### config.mk
export PLATFORM = sky130hd
export DESIGN_NAME = swsc_slave_flat
export DESIGN_NICKNAME = d
export VERILOG_FILES = /design/src/hdl/swsc_pkg.sv /design/src/hdl/swsc_if.sv /design/src/hdl/swsc_slave.sv /design/src/hdl/swsc_wdog.sv /design/src/flat_wrapper.sv
export SDC_FILE = /design/constraint.sdc
export NUM_CORES = 1
export LEC_CHECK = 0
export ABC_CLOCK_PERIOD_IN_PS = 4400
export BUFFER_PORTS_ARGS = -buffer_cell sky130_fd_sc_hd__buf_4
export CAP_MARGIN = 30
export CORE_AREA = 2 2 186 233
export CTS_BUF_LIST = sky130_fd_sc_hd__clkbuf_2
export CTS_CLUSTER_DIAMETER = 60
export DETAILED_ROUTE_END_ITERATION = 7
export DIE_AREA = 0 0 188 235
export GPL_TIMING_DRIVEN = 0
export SLEW_MARGIN = 20
export SYNTH_ARGS = -nofsm -noshare
export SYNTH_HDL_FRONTEND = slang
export SYNTH_SLANG_ARGS = --single-unit
### constraint.sdc
create_clock -name pclk -period 4.4 [get_ports pclk]
set_input_delay 0.44 -clock pclk [delete_from_list [all_inputs] [get_ports pclk]]
set_output_delay 0.44 -clock pclk [all_outputs]
set_load 0.02 [all_outputs]
### src/hdl/swsc_pkg.sv
// Package: register map, states, timing constants for the slave watchdog block
package swsc_pkg;
  localparam int unsigned SWSC_BASE_CLK_HZ = 25_000_000;
  localparam int unsigned SWSC_PCLK_HZ = 125_000_000;
  localparam int unsigned SWSC_PRE_CNT = SWSC_PCLK_HZ / SWSC_BASE_CLK_HZ;
  localparam logic [2:0] SWSC_PRE_MAX = 3'(SWSC_PRE_CNT - 1);
  localparam logic [15:0] SWSC_TICK_EXTRA = 16'h0002;
  localparam int unsigned SWSC_DEFAULT_TIMEOUT_MS = 100;
  localparam int unsigned SWSC_MAX_TIMEOUT_S = 170;

  // Slave-side register offsets
  localparam logic [11:0] SWSC_OFF_DIV = 12'h0400;
  localparam logic [11:0] SWSC_OFF_LOC = 12'h0410;
  localparam logic [11:0] SWSC_OFF_PRC = 12'h0420;
  localparam logic [15:0] SWSC_RST_DIV = 16'h09c2;
  localparam logic [15:0] SWSC_RST_LOC = 16'h03e8;
  localparam logic [15:0] SWSC_RST_PRC = 16'h03e8;
  localparam logic [15:0] SWSC_ZERO16 = 16'h0000;

  // Controller APB registers
  localparam logic [11:0] SWSC_APB_CTRL = 12'h0000;
  localparam logic [11:0] SWSC_APB_DATA = 12'h0004;
  localparam logic [11:0] SWSC_APB_STAT = 12'h0008;
  localparam logic [11:0] SWSC_APB_RDAT = 12'h000c;
  localparam logic [11:0] SWSC_APB_ENA = 12'h0010;
  localparam int unsigned SWSC_CTRL_GO = 0;
  localparam int unsigned SWSC_CTRL_WR = 1;
  localparam int unsigned SWSC_CTRL_ST = 2;
  localparam int unsigned SWSC_CTRL_ADR = 16;
  localparam int unsigned SWSC_ENA_DIV = 0;
  localparam int unsigned SWSC_ENA_LOC = 1;
  localparam int unsigned SWSC_ENA_PRC = 2;

  typedef enum logic [2:0] {
    SWSC_ST_INIT = 3'b000,
    SWSC_ST_PREOP = 3'b001,
    SWSC_ST_SAFEOP = 3'b010,
    SWSC_ST_OP = 3'b011,
    SWSC_ST_BOOT = 3'b100
  } swsc_state_e;

  // Mailbox kinds
  localparam logic SWSC_MBX_GEN = 1'b0;
  localparam logic SWSC_MBX_FILE = 1'b1;
endpackage : swsc_pkg

### src/hdl/swsc_if.sv
// Interface joining the fieldbus master end and the slave end
`timescale 1ns/10ps
`default_nettype none
interface swsc_if;
  logic reg_req;
  logic reg_wr;
  logic [11:0] reg_addr;
  logic [15:0] reg_wdata;
  logic reg_ack;
  logic [15:0] reg_rdata;
  logic st_req;
  swsc_pkg::swsc_state_e st_target;
  swsc_pkg::swsc_state_e st_cur;
  logic st_ack;
  logic st_err;
  logic pd_valid;
  logic [15:0] pd_out;
  logic pd_ok;
  logic [15:0] pd_in;
  logic mbx_valid;
  logic mbx_kind;
  logic mbx_ok;
  modport master (output reg_req, reg_wr, reg_addr, reg_wdata, st_req, st_target,
    pd_valid, pd_out, mbx_valid, mbx_kind,
    input reg_ack, reg_rdata, st_cur, st_ack, st_err, pd_ok, pd_in, mbx_ok);
  modport slave (input reg_req, reg_wr, reg_addr, reg_wdata, st_req, st_target,
    pd_valid, pd_out, mbx_valid, mbx_kind,
    output reg_ack, reg_rdata, st_cur, st_ack, st_err, pd_ok, pd_in, mbx_ok);
endinterface : swsc_if
`default_nettype wire

### src/hdl/swsc_slave.sv
// Slave end: watchdogs, tick divider, slave state machine, output gating
`timescale 1ns/10ps
`default_nettype none
module swsc_slave
  import swsc_pkg::*;
#(
  parameter int W = 16,
  parameter logic [W-1:0] SAFE_VALUE = '0
) (
  input wire logic pclk,
  input wire logic presetn,
  swsc_if.slave bus,
  input wire logic loc_xfer,
  input wire logic [W-1:0] loc_inputs,
  input wire logic mbx_cfg_ok,
  input wire logic pd_cfg_ok,
  output logic [W-1:0] phys_out,
  output logic loc_tripped,
  output logic prc_tripped,
  output logic [W-1:0] loc_outputs
);
  import swsc_pkg::*;

  logic [15:0] div_r, loc_cnt_r, prc_cnt_r;
  logic [2:0] pre_r;
  logic [16:0] tdiv_r;
  logic tick_r;
  logic reg_ack_r, st_ack_r, st_err_r, pd_ok_r, mbx_ok_r;
  logic [15:0] reg_rdata_r, pd_in_r;
  swsc_state_e st_r, st_nxt;
  logic [W-1:0] out_data_r, phys_r, loc_out_r;
  logic loc_trip, prc_trip;

  // Base clock enable at 25 MHz, then a tick every divider+2 base periods
  wire base_en = (pre_r == SWSC_PRE_MAX);
  // One bit wider so a divider of 65535 does not wrap the tick length
  wire [16:0] tick_len = {1'b0, div_r} + {1'b0, SWSC_TICK_EXTRA} - 17'h0_0001;
  wire tick_end = base_en && (tdiv_r >= tick_len);
  always_ff @(posedge pclk or negedge presetn) begin
    if (!presetn) begin
      pre_r <= '0;
      tdiv_r <= '0;
      tick_r <= 1'b0;
    end else begin
      pre_r <= base_en ? 3'b000 : pre_r + 3'b001;
      tick_r <= tick_end;
      if (base_en) begin
        tdiv_r <= tick_end ? 17'h0_0000 : tdiv_r + 17'h0_0001;
      end
    end
  end

  // Register access; writes accepted in any state
  wire reg_take = bus.reg_req && !reg_ack_r;
  wire hit_div = (bus.reg_addr == SWSC_OFF_DIV);
  wire hit_loc = (bus.reg_addr == SWSC_OFF_LOC);
  wire hit_prc = (bus.reg_addr == SWSC_OFF_PRC);
  wire [15:0] rd_mux = hit_div ? div_r : hit_loc ? loc_cnt_r : hit_prc ? prc_cnt_r : 16'h0000;
  always_ff @(posedge pclk or negedge presetn) begin
    if (!presetn) begin
      div_r <= SWSC_RST_DIV;
      loc_cnt_r <= SWSC_RST_LOC;
      prc_cnt_r <= SWSC_RST_PRC;
      reg_ack_r <= 1'b0;
      reg_rdata_r <= '0;
    end else begin
      reg_ack_r <= reg_take;
      if (reg_take && bus.reg_wr && hit_div) div_r <= bus.reg_wdata;
      if (reg_take && bus.reg_wr && hit_loc) loc_cnt_r <= bus.reg_wdata;
      if (reg_take && bus.reg_wr && hit_prc) prc_cnt_r <= bus.reg_wdata;
      if (reg_take) reg_rdata_r <= rd_mux;
    end
  end

  // Traffic permissions per state
  wire pd_allowed = (st_r == SWSC_ST_SAFEOP) || (st_r == SWSC_ST_OP);
  wire mbx_allowed = (st_r == SWSC_ST_PREOP) || pd_allowed ||
    ((st_r == SWSC_ST_BOOT) && (bus.mbx_kind == SWSC_MBX_FILE));
  wire pd_good = bus.pd_valid && pd_allowed;

  swsc_wdog #(.W(16)) u_prc_wdog (
    .pclk(pclk),
    .presetn(presetn),
    .tick(tick_r),
    .kick(pd_good),
    .limit(prc_cnt_r),
    .tripped(prc_trip)
  );
  swsc_wdog #(.W(16)) u_loc_wdog (
    .pclk(pclk),
    .presetn(presetn),
    .tick(tick_r),
    .kick(loc_xfer),
    .limit(loc_cnt_r),
    .tripped(loc_trip)
  );

  // State machine; a trip never moves the state
  wire t = bus.st_req && !st_ack_r;
  wire [2:0] tgt = bus.st_target;
  always_comb begin
    st_nxt = st_r;
    case (st_r)
      SWSC_ST_INIT: begin
        if (tgt == SWSC_ST_PREOP && mbx_cfg_ok) st_nxt = SWSC_ST_PREOP;
        else if (tgt == SWSC_ST_BOOT) st_nxt = SWSC_ST_BOOT;
      end
      SWSC_ST_PREOP: begin
        if (tgt == SWSC_ST_SAFEOP && pd_cfg_ok) st_nxt = SWSC_ST_SAFEOP;
        else if (tgt == SWSC_ST_INIT) st_nxt = SWSC_ST_INIT;
      end
      SWSC_ST_SAFEOP: begin
        if (tgt == SWSC_ST_OP) st_nxt = SWSC_ST_OP;
        else if (tgt == SWSC_ST_PREOP || tgt == SWSC_ST_INIT) st_nxt = swsc_state_e'(tgt);
      end
      SWSC_ST_OP: begin
        // Unused target codes must never reach the state register
        if (tgt == SWSC_ST_INIT || tgt == SWSC_ST_PREOP || tgt == SWSC_ST_SAFEOP) begin
          st_nxt = swsc_state_e'(tgt);
        end
      end
      SWSC_ST_BOOT: begin
        if (tgt == SWSC_ST_INIT) st_nxt = SWSC_ST_INIT;
      end
      default: st_nxt = SWSC_ST_INIT;
    endcase
  end
  wire st_bad = (st_nxt != swsc_state_e'(tgt));
  wire enter_safeop = t && (st_r == SWSC_ST_PREOP) && (st_nxt == SWSC_ST_SAFEOP);

  always_ff @(posedge pclk or negedge presetn) begin
    if (!presetn) begin
      st_r <= SWSC_ST_INIT;
      st_ack_r <= 1'b0;
      st_err_r <= 1'b0;
      pd_in_r <= '0;
      pd_ok_r <= 1'b0;
      mbx_ok_r <= 1'b0;
      out_data_r <= SAFE_VALUE;
    end else begin
      st_ack_r <= t;
      if (t) begin
        st_r <= st_nxt;
        st_err_r <= st_bad;
      end
      // Inputs copied on the same edge that raises the acknowledge, and cyclically once running
      if (enter_safeop || pd_allowed) pd_in_r <= 16'(loc_inputs);
      pd_ok_r <= pd_good;
      mbx_ok_r <= bus.mbx_valid && mbx_allowed;
      if (pd_good) out_data_r <= W'(bus.pd_out);
    end
  end

  // Output forcing; count zero means monitoring off
  wire wd_off = (prc_cnt_r == SWSC_ZERO16);
  // Either watchdog trip forces the safe value on phys_out; loc_outputs keeps following the output data
  wire drive_op = (st_r == SWSC_ST_OP) && !prc_trip && !loc_trip;
  wire drive_safeop = (st_r == SWSC_ST_SAFEOP) && wd_off && !loc_trip;
  wire [W-1:0] phys_nxt = (drive_op || drive_safeop) ? out_data_r : SAFE_VALUE;
  always_ff @(posedge pclk or negedge presetn) begin
    if (!presetn) begin
      phys_r <= SAFE_VALUE;
      loc_out_r <= SAFE_VALUE;
    end else begin
      phys_r <= phys_nxt;
      loc_out_r <= out_data_r;
    end
  end

  assign bus.reg_ack = reg_ack_r;
  assign bus.reg_rdata = reg_rdata_r;
  assign bus.st_cur = st_r;
  assign bus.st_ack = st_ack_r;
  assign bus.st_err = st_err_r;
  assign bus.pd_ok = pd_ok_r;
  assign bus.pd_in = pd_in_r;
  assign bus.mbx_ok = mbx_ok_r;
  assign phys_out = phys_r;
  assign loc_tripped = loc_trip;
  assign prc_tripped = prc_trip;
  assign loc_outputs = loc_out_r;
endmodule : swsc_slave
`default_nettype wire

### src/hdl/swsc_wdog.sv
// One timeout watchdog counting shared ticks
`timescale 1ns/10ps
`default_nettype none
module swsc_wdog
  import swsc_pkg::*;
#(
  parameter int W = 16
) (
  input wire logic pclk,
  input wire logic presetn,
  input wire logic tick,
  input wire logic kick,
  input wire logic [W-1:0] limit,
  output logic tripped
);
  logic [W-1:0] cnt_r;
  logic tripped_r;
  wire disabled = (limit == W'(0));
  wire at_limit = (cnt_r >= limit);
  assign tripped = tripped_r;
  always_ff @(posedge pclk or negedge presetn) begin
    if (!presetn) begin
      cnt_r <= '0;
      tripped_r <= 1'b0;
    end else if (kick || disabled) begin
      cnt_r <= '0;
      tripped_r <= 1'b0;
    end else if (tick && !tripped_r) begin
      if (cnt_r + W'(1) >= limit) begin
        tripped_r <= 1'b1;
      end
      cnt_r <= at_limit ? cnt_r : cnt_r + W'(1);
    end
  end
endmodule : swsc_wdog
`default_nettype wire

### src/flat_wrapper.sv
// flat-port wrapper written by rule: the top's interface ports become plain ports
module swsc_slave_flat import swsc_pkg::*;
#(
  parameter int W = 16,
  parameter logic [W-1:0] SAFE_VALUE = '0
)
  (pclk, presetn, loc_xfer, loc_inputs, mbx_cfg_ok, pd_cfg_ok, phys_out, loc_tripped, prc_tripped, loc_outputs, bus_reg_req, bus_reg_wr, bus_reg_addr, bus_reg_wdata, bus_st_req, bus_st_target, bus_pd_valid, bus_pd_out, bus_mbx_valid, bus_mbx_kind, bus_reg_ack, bus_reg_rdata, bus_st_cur, bus_st_ack, bus_st_err, bus_pd_ok, bus_pd_in, bus_mbx_ok);
  swsc_if bus_i ();
  input wire logic pclk;
  input wire logic presetn;
  input wire logic loc_xfer;
  input wire logic [W-1:0] loc_inputs;
  input wire logic mbx_cfg_ok;
  input wire logic pd_cfg_ok;
  output logic [W-1:0] phys_out;
  output logic loc_tripped;
  output logic prc_tripped;
  output logic [W-1:0] loc_outputs;
  input wire logic [$bits(bus_i.reg_req)-1:0] bus_reg_req;
  input wire logic [$bits(bus_i.reg_wr)-1:0] bus_reg_wr;
  input wire logic [$bits(bus_i.reg_addr)-1:0] bus_reg_addr;
  input wire logic [$bits(bus_i.reg_wdata)-1:0] bus_reg_wdata;
  input wire logic [$bits(bus_i.st_req)-1:0] bus_st_req;
  input wire logic [$bits(bus_i.st_target)-1:0] bus_st_target;
  input wire logic [$bits(bus_i.pd_valid)-1:0] bus_pd_valid;
  input wire logic [$bits(bus_i.pd_out)-1:0] bus_pd_out;
  input wire logic [$bits(bus_i.mbx_valid)-1:0] bus_mbx_valid;
  input wire logic [$bits(bus_i.mbx_kind)-1:0] bus_mbx_kind;
  output wire logic [$bits(bus_i.reg_ack)-1:0] bus_reg_ack;
  output wire logic [$bits(bus_i.reg_rdata)-1:0] bus_reg_rdata;
  output wire logic [$bits(bus_i.st_cur)-1:0] bus_st_cur;
  output wire logic [$bits(bus_i.st_ack)-1:0] bus_st_ack;
  output wire logic [$bits(bus_i.st_err)-1:0] bus_st_err;
  output wire logic [$bits(bus_i.pd_ok)-1:0] bus_pd_ok;
  output wire logic [$bits(bus_i.pd_in)-1:0] bus_pd_in;
  output wire logic [$bits(bus_i.mbx_ok)-1:0] bus_mbx_ok;
  assign bus_i.reg_req = bus_reg_req;
  assign bus_i.reg_wr = bus_reg_wr;
  assign bus_i.reg_addr = bus_reg_addr;
  assign bus_i.reg_wdata = bus_reg_wdata;
  assign bus_i.st_req = bus_st_req;
  assign bus_i.st_target = bus_st_target;
  assign bus_i.pd_valid = bus_pd_valid;
  assign bus_i.pd_out = bus_pd_out;
  assign bus_i.mbx_valid = bus_mbx_valid;
  assign bus_i.mbx_kind = bus_mbx_kind;
  assign bus_reg_ack = bus_i.reg_ack;
  assign bus_reg_rdata = bus_i.reg_rdata;
  assign bus_st_cur = bus_i.st_cur;
  assign bus_st_ack = bus_i.st_ack;
  assign bus_st_err = bus_i.st_err;
  assign bus_pd_ok = bus_i.pd_ok;
  assign bus_pd_in = bus_i.pd_in;
  assign bus_mbx_ok = bus_i.mbx_ok;
  swsc_slave #(.W(W), .SAFE_VALUE(SAFE_VALUE)) u_core (.pclk(pclk), .presetn(presetn), .bus(bus_i), .loc_xfer(loc_xfer), .loc_inputs(loc_inputs), .mbx_cfg_ok(mbx_cfg_ok), .pd_cfg_ok(pd_cfg_ok), .phys_out(phys_out), .loc_tripped(loc_tripped), .prc_tripped(prc_tripped), .loc_outputs(loc_outputs));
endmodule
# After elaboration in Yosys (flattened, before gate mapping)
# Index checks and enable logic that the tools add are counted.
[op_classes] magnitude_cmp=5 reduce_logical=45 mux=26 n_eq_ne=16 add_sub_neg=6
[op_table] cell="$mux 16" count=10
[op_table] cell="$ge 16x16->1" count=4
[op_table] cell="$eq 12x11->1 const B" count=3
[op_table] cell="$add 16x1->16 const B" count=2
[op_table] cell="$logic_not 16->1" count=2
[op_table] cell="$mux 3" count=8
[op_table] cell="$logic_and 1x1->1" count=20
[op_table] cell="$add 16x2->17 const B" count=1
[op_table] cell="$add 17x1->17 const B" count=1
[op_table] cell="$ge 17x17->1" count=1
[op_table] cell="$mux 17" count=1
[op_table] cell="$sub 17x1->17 const B" count=1
[op_table] cell="$eq 3x2->1 const B" count=5
[op_table] cell="$pmux 3 s5" count=1
[op_table] cell="$eq 3x3->1 const B" count=3
[op_table] cell="$logic_or 1x1->1" count=9
[op_table] cell="$reduce_and 2->1" count=4
[op_table] cell="$reduce_bool 2->1" count=4
[op_table] cell="$eq 3x1->1 const B" count=2
[op_table] cell="$logic_not 3->1" count=2
[op_table] cell="$mux 1" count=6
[op_table] cell="$logic_not 1->1" count=4
[op_table] cell="$ne 2x1->1 const B" count=2
[op_table] cell="$add 3x1->3 const B" count=1
[op_table] cell="$ne 3x3->1" count=1
[totals] register_bits=191 word_cells=119

# Depth between registers and ports, before layout
[depth] word_depth=8 depth_mapped=15 depth_no_buf=14

# By module
# From an unflattened synthesis, not the netlist that was laid out.
[hier_totals] hier_cells=1077 hier_area_um2=11033.1
[by_module_without_submodules] mod="swsc_slave" cells_per_inst=585 area_each_um2=6909.1 seq_area_each_um2=3950.0 instances=1
[by_module_without_submodules] mod="swsc_wdog" cells_per_inst=246 area_each_um2=2062.0 seq_area_each_um2=425.4 instances=2

# Least setup slack after synthesis
# No wires, ideal clock.
[synth_path] kind="reg2reg" start="register u_core.div_r[1]" end="register u_core.tdiv_r[10]" period_less_slack_ps=3187 stages_incl_launch_ff=15 setup_ps=72 path_slack_ps=1213 n_path_buf=1 arrival_time_ps=3115 required_ps=4328 path_cell_list="dfstp_2 > ha_1 > inv_1 > nor2_1 > and3_1 > nand3_1 > xor2_1 > ha_1 > nand4_1 > nor3_1 > and2_1 > a311oi_1 > nor2_1 > clkbuf_1 > nor2_1"
[synth_between] elab_chain_len=5
[synth_rtl] element="from (decl)" line="swsc_slave.sv:24" source="logic [15:0] div_r, loc_cnt_r, prc_cnt_r;"
[synth_rtl] element="from (signal assigned)" line="swsc_slave.sv:68" source="if (reg_take && bus.reg_wr && hit_div) div_r <= bus.reg_wdata;"
[synth_rtl] element="$add 16x2->17" line="swsc_slave.sv:37" source="wire [16:0] tick_len = {1'b0, div_r} + {1'b0, SWSC_TICK_EXTRA} - 17'h0_0001;"
[synth_rtl] element="$sub 17x1->17" line="swsc_slave.sv:37"
[synth_rtl] element="$ge 17x17->1" line="swsc_slave.sv:38" source="wire tick_end = base_en && (tdiv_r >= tick_len);"
[synth_rtl] element="$logic_and 1x1->1" line="swsc_slave.sv:38"
[synth_rtl] element="net u_core.tick_end" line="swsc_slave.sv:38"
[synth_rtl] element="$mux 17" line="swsc_slave.sv:48" source="tdiv_r <= tick_end ? 17'h0_0000 : tdiv_r + 17'h0_0001;"
[synth_rtl] element="to (signal assigned)" line="swsc_slave.sv:48"
[synth_rtl] element="to (decl)" line="swsc_slave.sv:26" source="logic [16:0] tdiv_r;"
# The timed path passes the listed nets, and every way through them passes these cells.
# A chain may end at the register's enable or synchronous reset.

# Worst setup path after layout
[layout_path] start="register u_core.div_r[2]" end="register u_core.tdiv_r[11]"
# The elaborated chain is that of the path after synthesis.

==> key figures <==
Run status
  • Outcome: completed

STA
  • Setup violators final: 0
  • Max-slew violations: 0
  • Max Fclk: 286.7 MHz
  • Minimum clock period: 3488 ps
  • Worst hold slack: 115.9 ps
  • RSZ-0062 raised after global routing: false
  • Crit share post-route: 79.26%
  • Setup TNS: 0 ps
  • Fin. Hold Viols: 0
  • Final Worst Setup Slack: 912.4 ps
  • Worst slew pin tran: 893.4 ps
  • Worst Skew: 56.77 ps
  • Max-slew headroom: 39.99%

Critical path
  • Slowest cell on the critical path: dfrtp_1
  • CP Data Arrival Time: 4300 ps
  • Worst Setup Start Kind: flip-flop
  • CP max FO: 10
  • Worst Path Buf+Inv: 2
  • Crit path required time: 5210 ps
  • Type of the worst setup path: reg -> reg
  • Crit path max-delay family: simple AND/OR/NAND/NOR gates
  • Most used cell, CP: nor2_1
  • Crit. End Element: flip-flop
  • CP Cell Sequence: clkbuf_1, nand4_1, nor2_1, and3_1, nand3_1, xor2_1, ha_1, nand4_1, nor3_1, and2_1, a311oi_1, nor2_1, clkbuf_1, nor2_1
  • Crit-path max cell delay: 400 ps

Yosys
  • Synth Flop Type: dfrtp_1
  • Post-synth net total: 1187
  • Netlist Area Pre-Place: 10360 sq um
  • Seq cells post-synth: 191
  • Mapped Cells: 1026
  • Largest family of logic cells by synthesized area: simple AND/OR/NAND/NOR gates
  • Sequential share of the synthesized area: 46.34%
  • Compound-gate portion of the synthesized area: 12.05%
  • Ys async rst share: 100.0%
  • Simple-Gate Fraction of Synth Area: 17.90%
  • Average cell area after synthesis: 10.10 sq um
  • Adder-cell area share of the yosys netlist: 10.51%
  • Synth area leader: dfrtp_1
  • Yosys Warn Count: 0
  • Mux cell area share after synthesis: 5.411%
  • Synth top area cells: dfrtp_1, ha_1, mux2_2, nand2_1, dfstp_2
  • Post-synth top area share: 42.03%
  • Synth Area in XOR/XNOR: 4.650%
  • Post-synth EDFFs: 0
  • Unique masters post-synth: 62

Floorplanning
  • Core Box Area: 41940 sq um
  • Die ar.: 44180 sq um
  • Starting density of the core: 24.70%
  • Num ports: 148
  • Die X: 188 microns
  • Die span in y: 235 microns
  • Row count: 84

Global routing
  • Global routing usage on met2: 21.84%
  • Vias in the first global route: 8574
  • Met3 Usage GRT: 2.748%
  • Global route hottest layer: met2
  • Total GRT Usage: 12.59%
  • Global-route wire length before repair: 44.51 mm
  • Initial antenna violation count: 2
  • Largest net degree at the start of global routing: 98
  • Grt ovf: 0
  • M1 GR Usage: 14.99%

Routing
  • Routed Antenna Nets: 0
  • Drt pass-1 iters: 5
  • DRC viols: 0
  • WL final: 27.16 mm
  • Post-DR wirelength/cell: 14.72 microns
  • Initial DRC count: 303
  • Via Count: 8497
  • Via-per-instance ratio: 4.603

Clock network
  • Root Driver: clkbuf_2
  • Post-cts resize count: 0
  • Clock Latency Late Sink: 920 ps
  • TritonCTS Sinks: 191
  • Number of buffers created by CTS: 17
  • H-Tree Depth: 4
  • Clock slew at reported path FFs: 340 ps
  • Maximum clock insertion buffer count: 2
  • CTS tree: built

Place
  • IO Port Bufs: 147
  • Pre-CTS WS: 558.4 ps
  • DP Cell Count: 1733
  • Hpwl dp: 20.32 mm
  • Gpl congestion: 0.8062

Pwr
  • PD cells: 254.3 nW/um^2
  • Pleak: 6.227 nW
  • Max rail drop VDD: 0.1345 mV

Worst hold path
  • Worst hold path type: in -> async

Cells and area
  • Commonest cells after routing, fill and taps aside: dfrtp_1, buf_4, nand2_1
  • Final std cells w/o fill: 1846
  • Fraction of layout cells with a size suffix above 1: 21.79%
  • Commonest non-fill, non-tap cell in the layout: dfrtp_1
  • Nets: 1433
  • Area grow syn2layout: 27.95%

Job
  • Max-capacitance violation count: 0
==> per-layer routing <==
metal | routed length, microns | part of all wire, %
met5 | 0 | 0
met4 | 833 | 3.1
met3 | 1044 | 3.8
met2 | 13520 | 50
met1 | 11770 | 43
==> worst register-to-register path: cells and delay by family (launching register included) <==
kind / cells / cell delay, ps
AOI/OAI and AO/OA: 1 / 60
xor gates and xnor gates: 1 / 160
adders and majority gates: 1 / 300
buffers and inverters: 2 / 690
DFF: 1 / 400
and+or+nand+nor: 9 / 1760
==> state kept, by name, summed over array words and instances (netlist names), 3 cells and up <==
| signal | flops |
|---|---|
| u_core.tdiv_r | 17 |
| u_core.bus.pd_in | 16 |
| u_core.bus.reg_rdata | 16 |
| u_core.div_r | 16 |
| u_core.loc_cnt_r | 16 |
| u_core.loc_outputs | 16 |
| u_core.out_data_r | 16 |
| u_core.phys_out | 16 |
| u_core.prc_cnt_r | 16 |
| u_core.u_loc_wdog.cnt_r | 16 |
| u_core.u_prc_wdog.cnt_r | 16 |
| u_core.bus.st_cur | 3 |
| u_core.pre_r | 3 |
==> power by group <==
part	switching, mW	internal [mW]	total [mW]
Sequential	0.0580	1.84	1.90
Clock	0.712	0.246	0.958
Combinational	0.278	0.238	0.516
Total	1.05	2.32	3.37
==> per-stage QoR <==
stage | instance area, sq um | power, mW | util, %
after floorplan | 10360 | 2.137 | -
after global placement | 12160 | 2.376 | 29.00
after detailed placement | 12200 | 2.387 | 29.10
after CTS | 13250 | 3.435 | 31.58
after global routing | 13260 | 3.573 | 31.61
final | 13260 | 3.371 | 31.61
==> cells by family after synthesis <==
group / after synthesis
AND/OR/NAND/NOR: 360
XOR/XNOR: 55
multiplexers: 50
AO/OA/AOI/OAI: 200
flip-flops: 191
buffers and inverters: 83
adder cells (fa/ha/maj): 87
==> path summary, 6_finish.rpt <==
kind	slack, ps	endpoint	startpoint	cells after the start
max	910	u_core.tdiv_r[11]	u_core.div_r[2]	14
min	120	u_core.u_prc_wdog.cnt_r[8]	presetn	2
max reg2reg	910	u_core.tdiv_r[11]	u_core.div_r[2]	14
min reg2reg	400	u_core.loc_outputs[10]	u_core.out_data_r[10]	0
max in group asynchronous	3290	u_core.div_r[1]	presetn	3
min in group pclk	140	u_core.bus.st_cur[0]	pd_cfg_ok	5
==> synthesized netlist by cell type, drive strengths merged (7+ instances only) <==
library cell,n
ha,87
o31ai,18
nor2b,9
a21oi,73
xnor2,30
a221oi,17
nand3,33
mux2,48
nor4,12
dfrtp,174
and3,12
nand2,131
or3,15
o21a,9
nor2,58
o21ai,48
and2,23
buf,10
nand4,16
or4,17
or2,7
a21o,7
clkbuf,25
dfstp,17
xor2,25
inv,47
nor3,11
==> layout make-up <==
| type | count | area [sq um] |
|---|---|---|
| multi-input combinational | 752 | 5240 |
| buffer | 35 | 143.9 |
| clock inverter | 14 | 170.2 |
| antenna | 2 | 5.005 |
| timing repair buffer | 227 | 1924 |
| inverter | 48 | 181.4 |
| sequential | 191 | 4801 |
| tap | 559 | 699.4 |
| fill | 4310 | 28680 |
| clock buffer | 18 | 90.09 |
==> repair_timing <==
item | 4_1_cts | 5_1_grt
setup buffers | 0 | 0
hold buffers | 78 | 0
hold endpoints to repair | 230 | 0
Power figures use the tool's default switching activity.
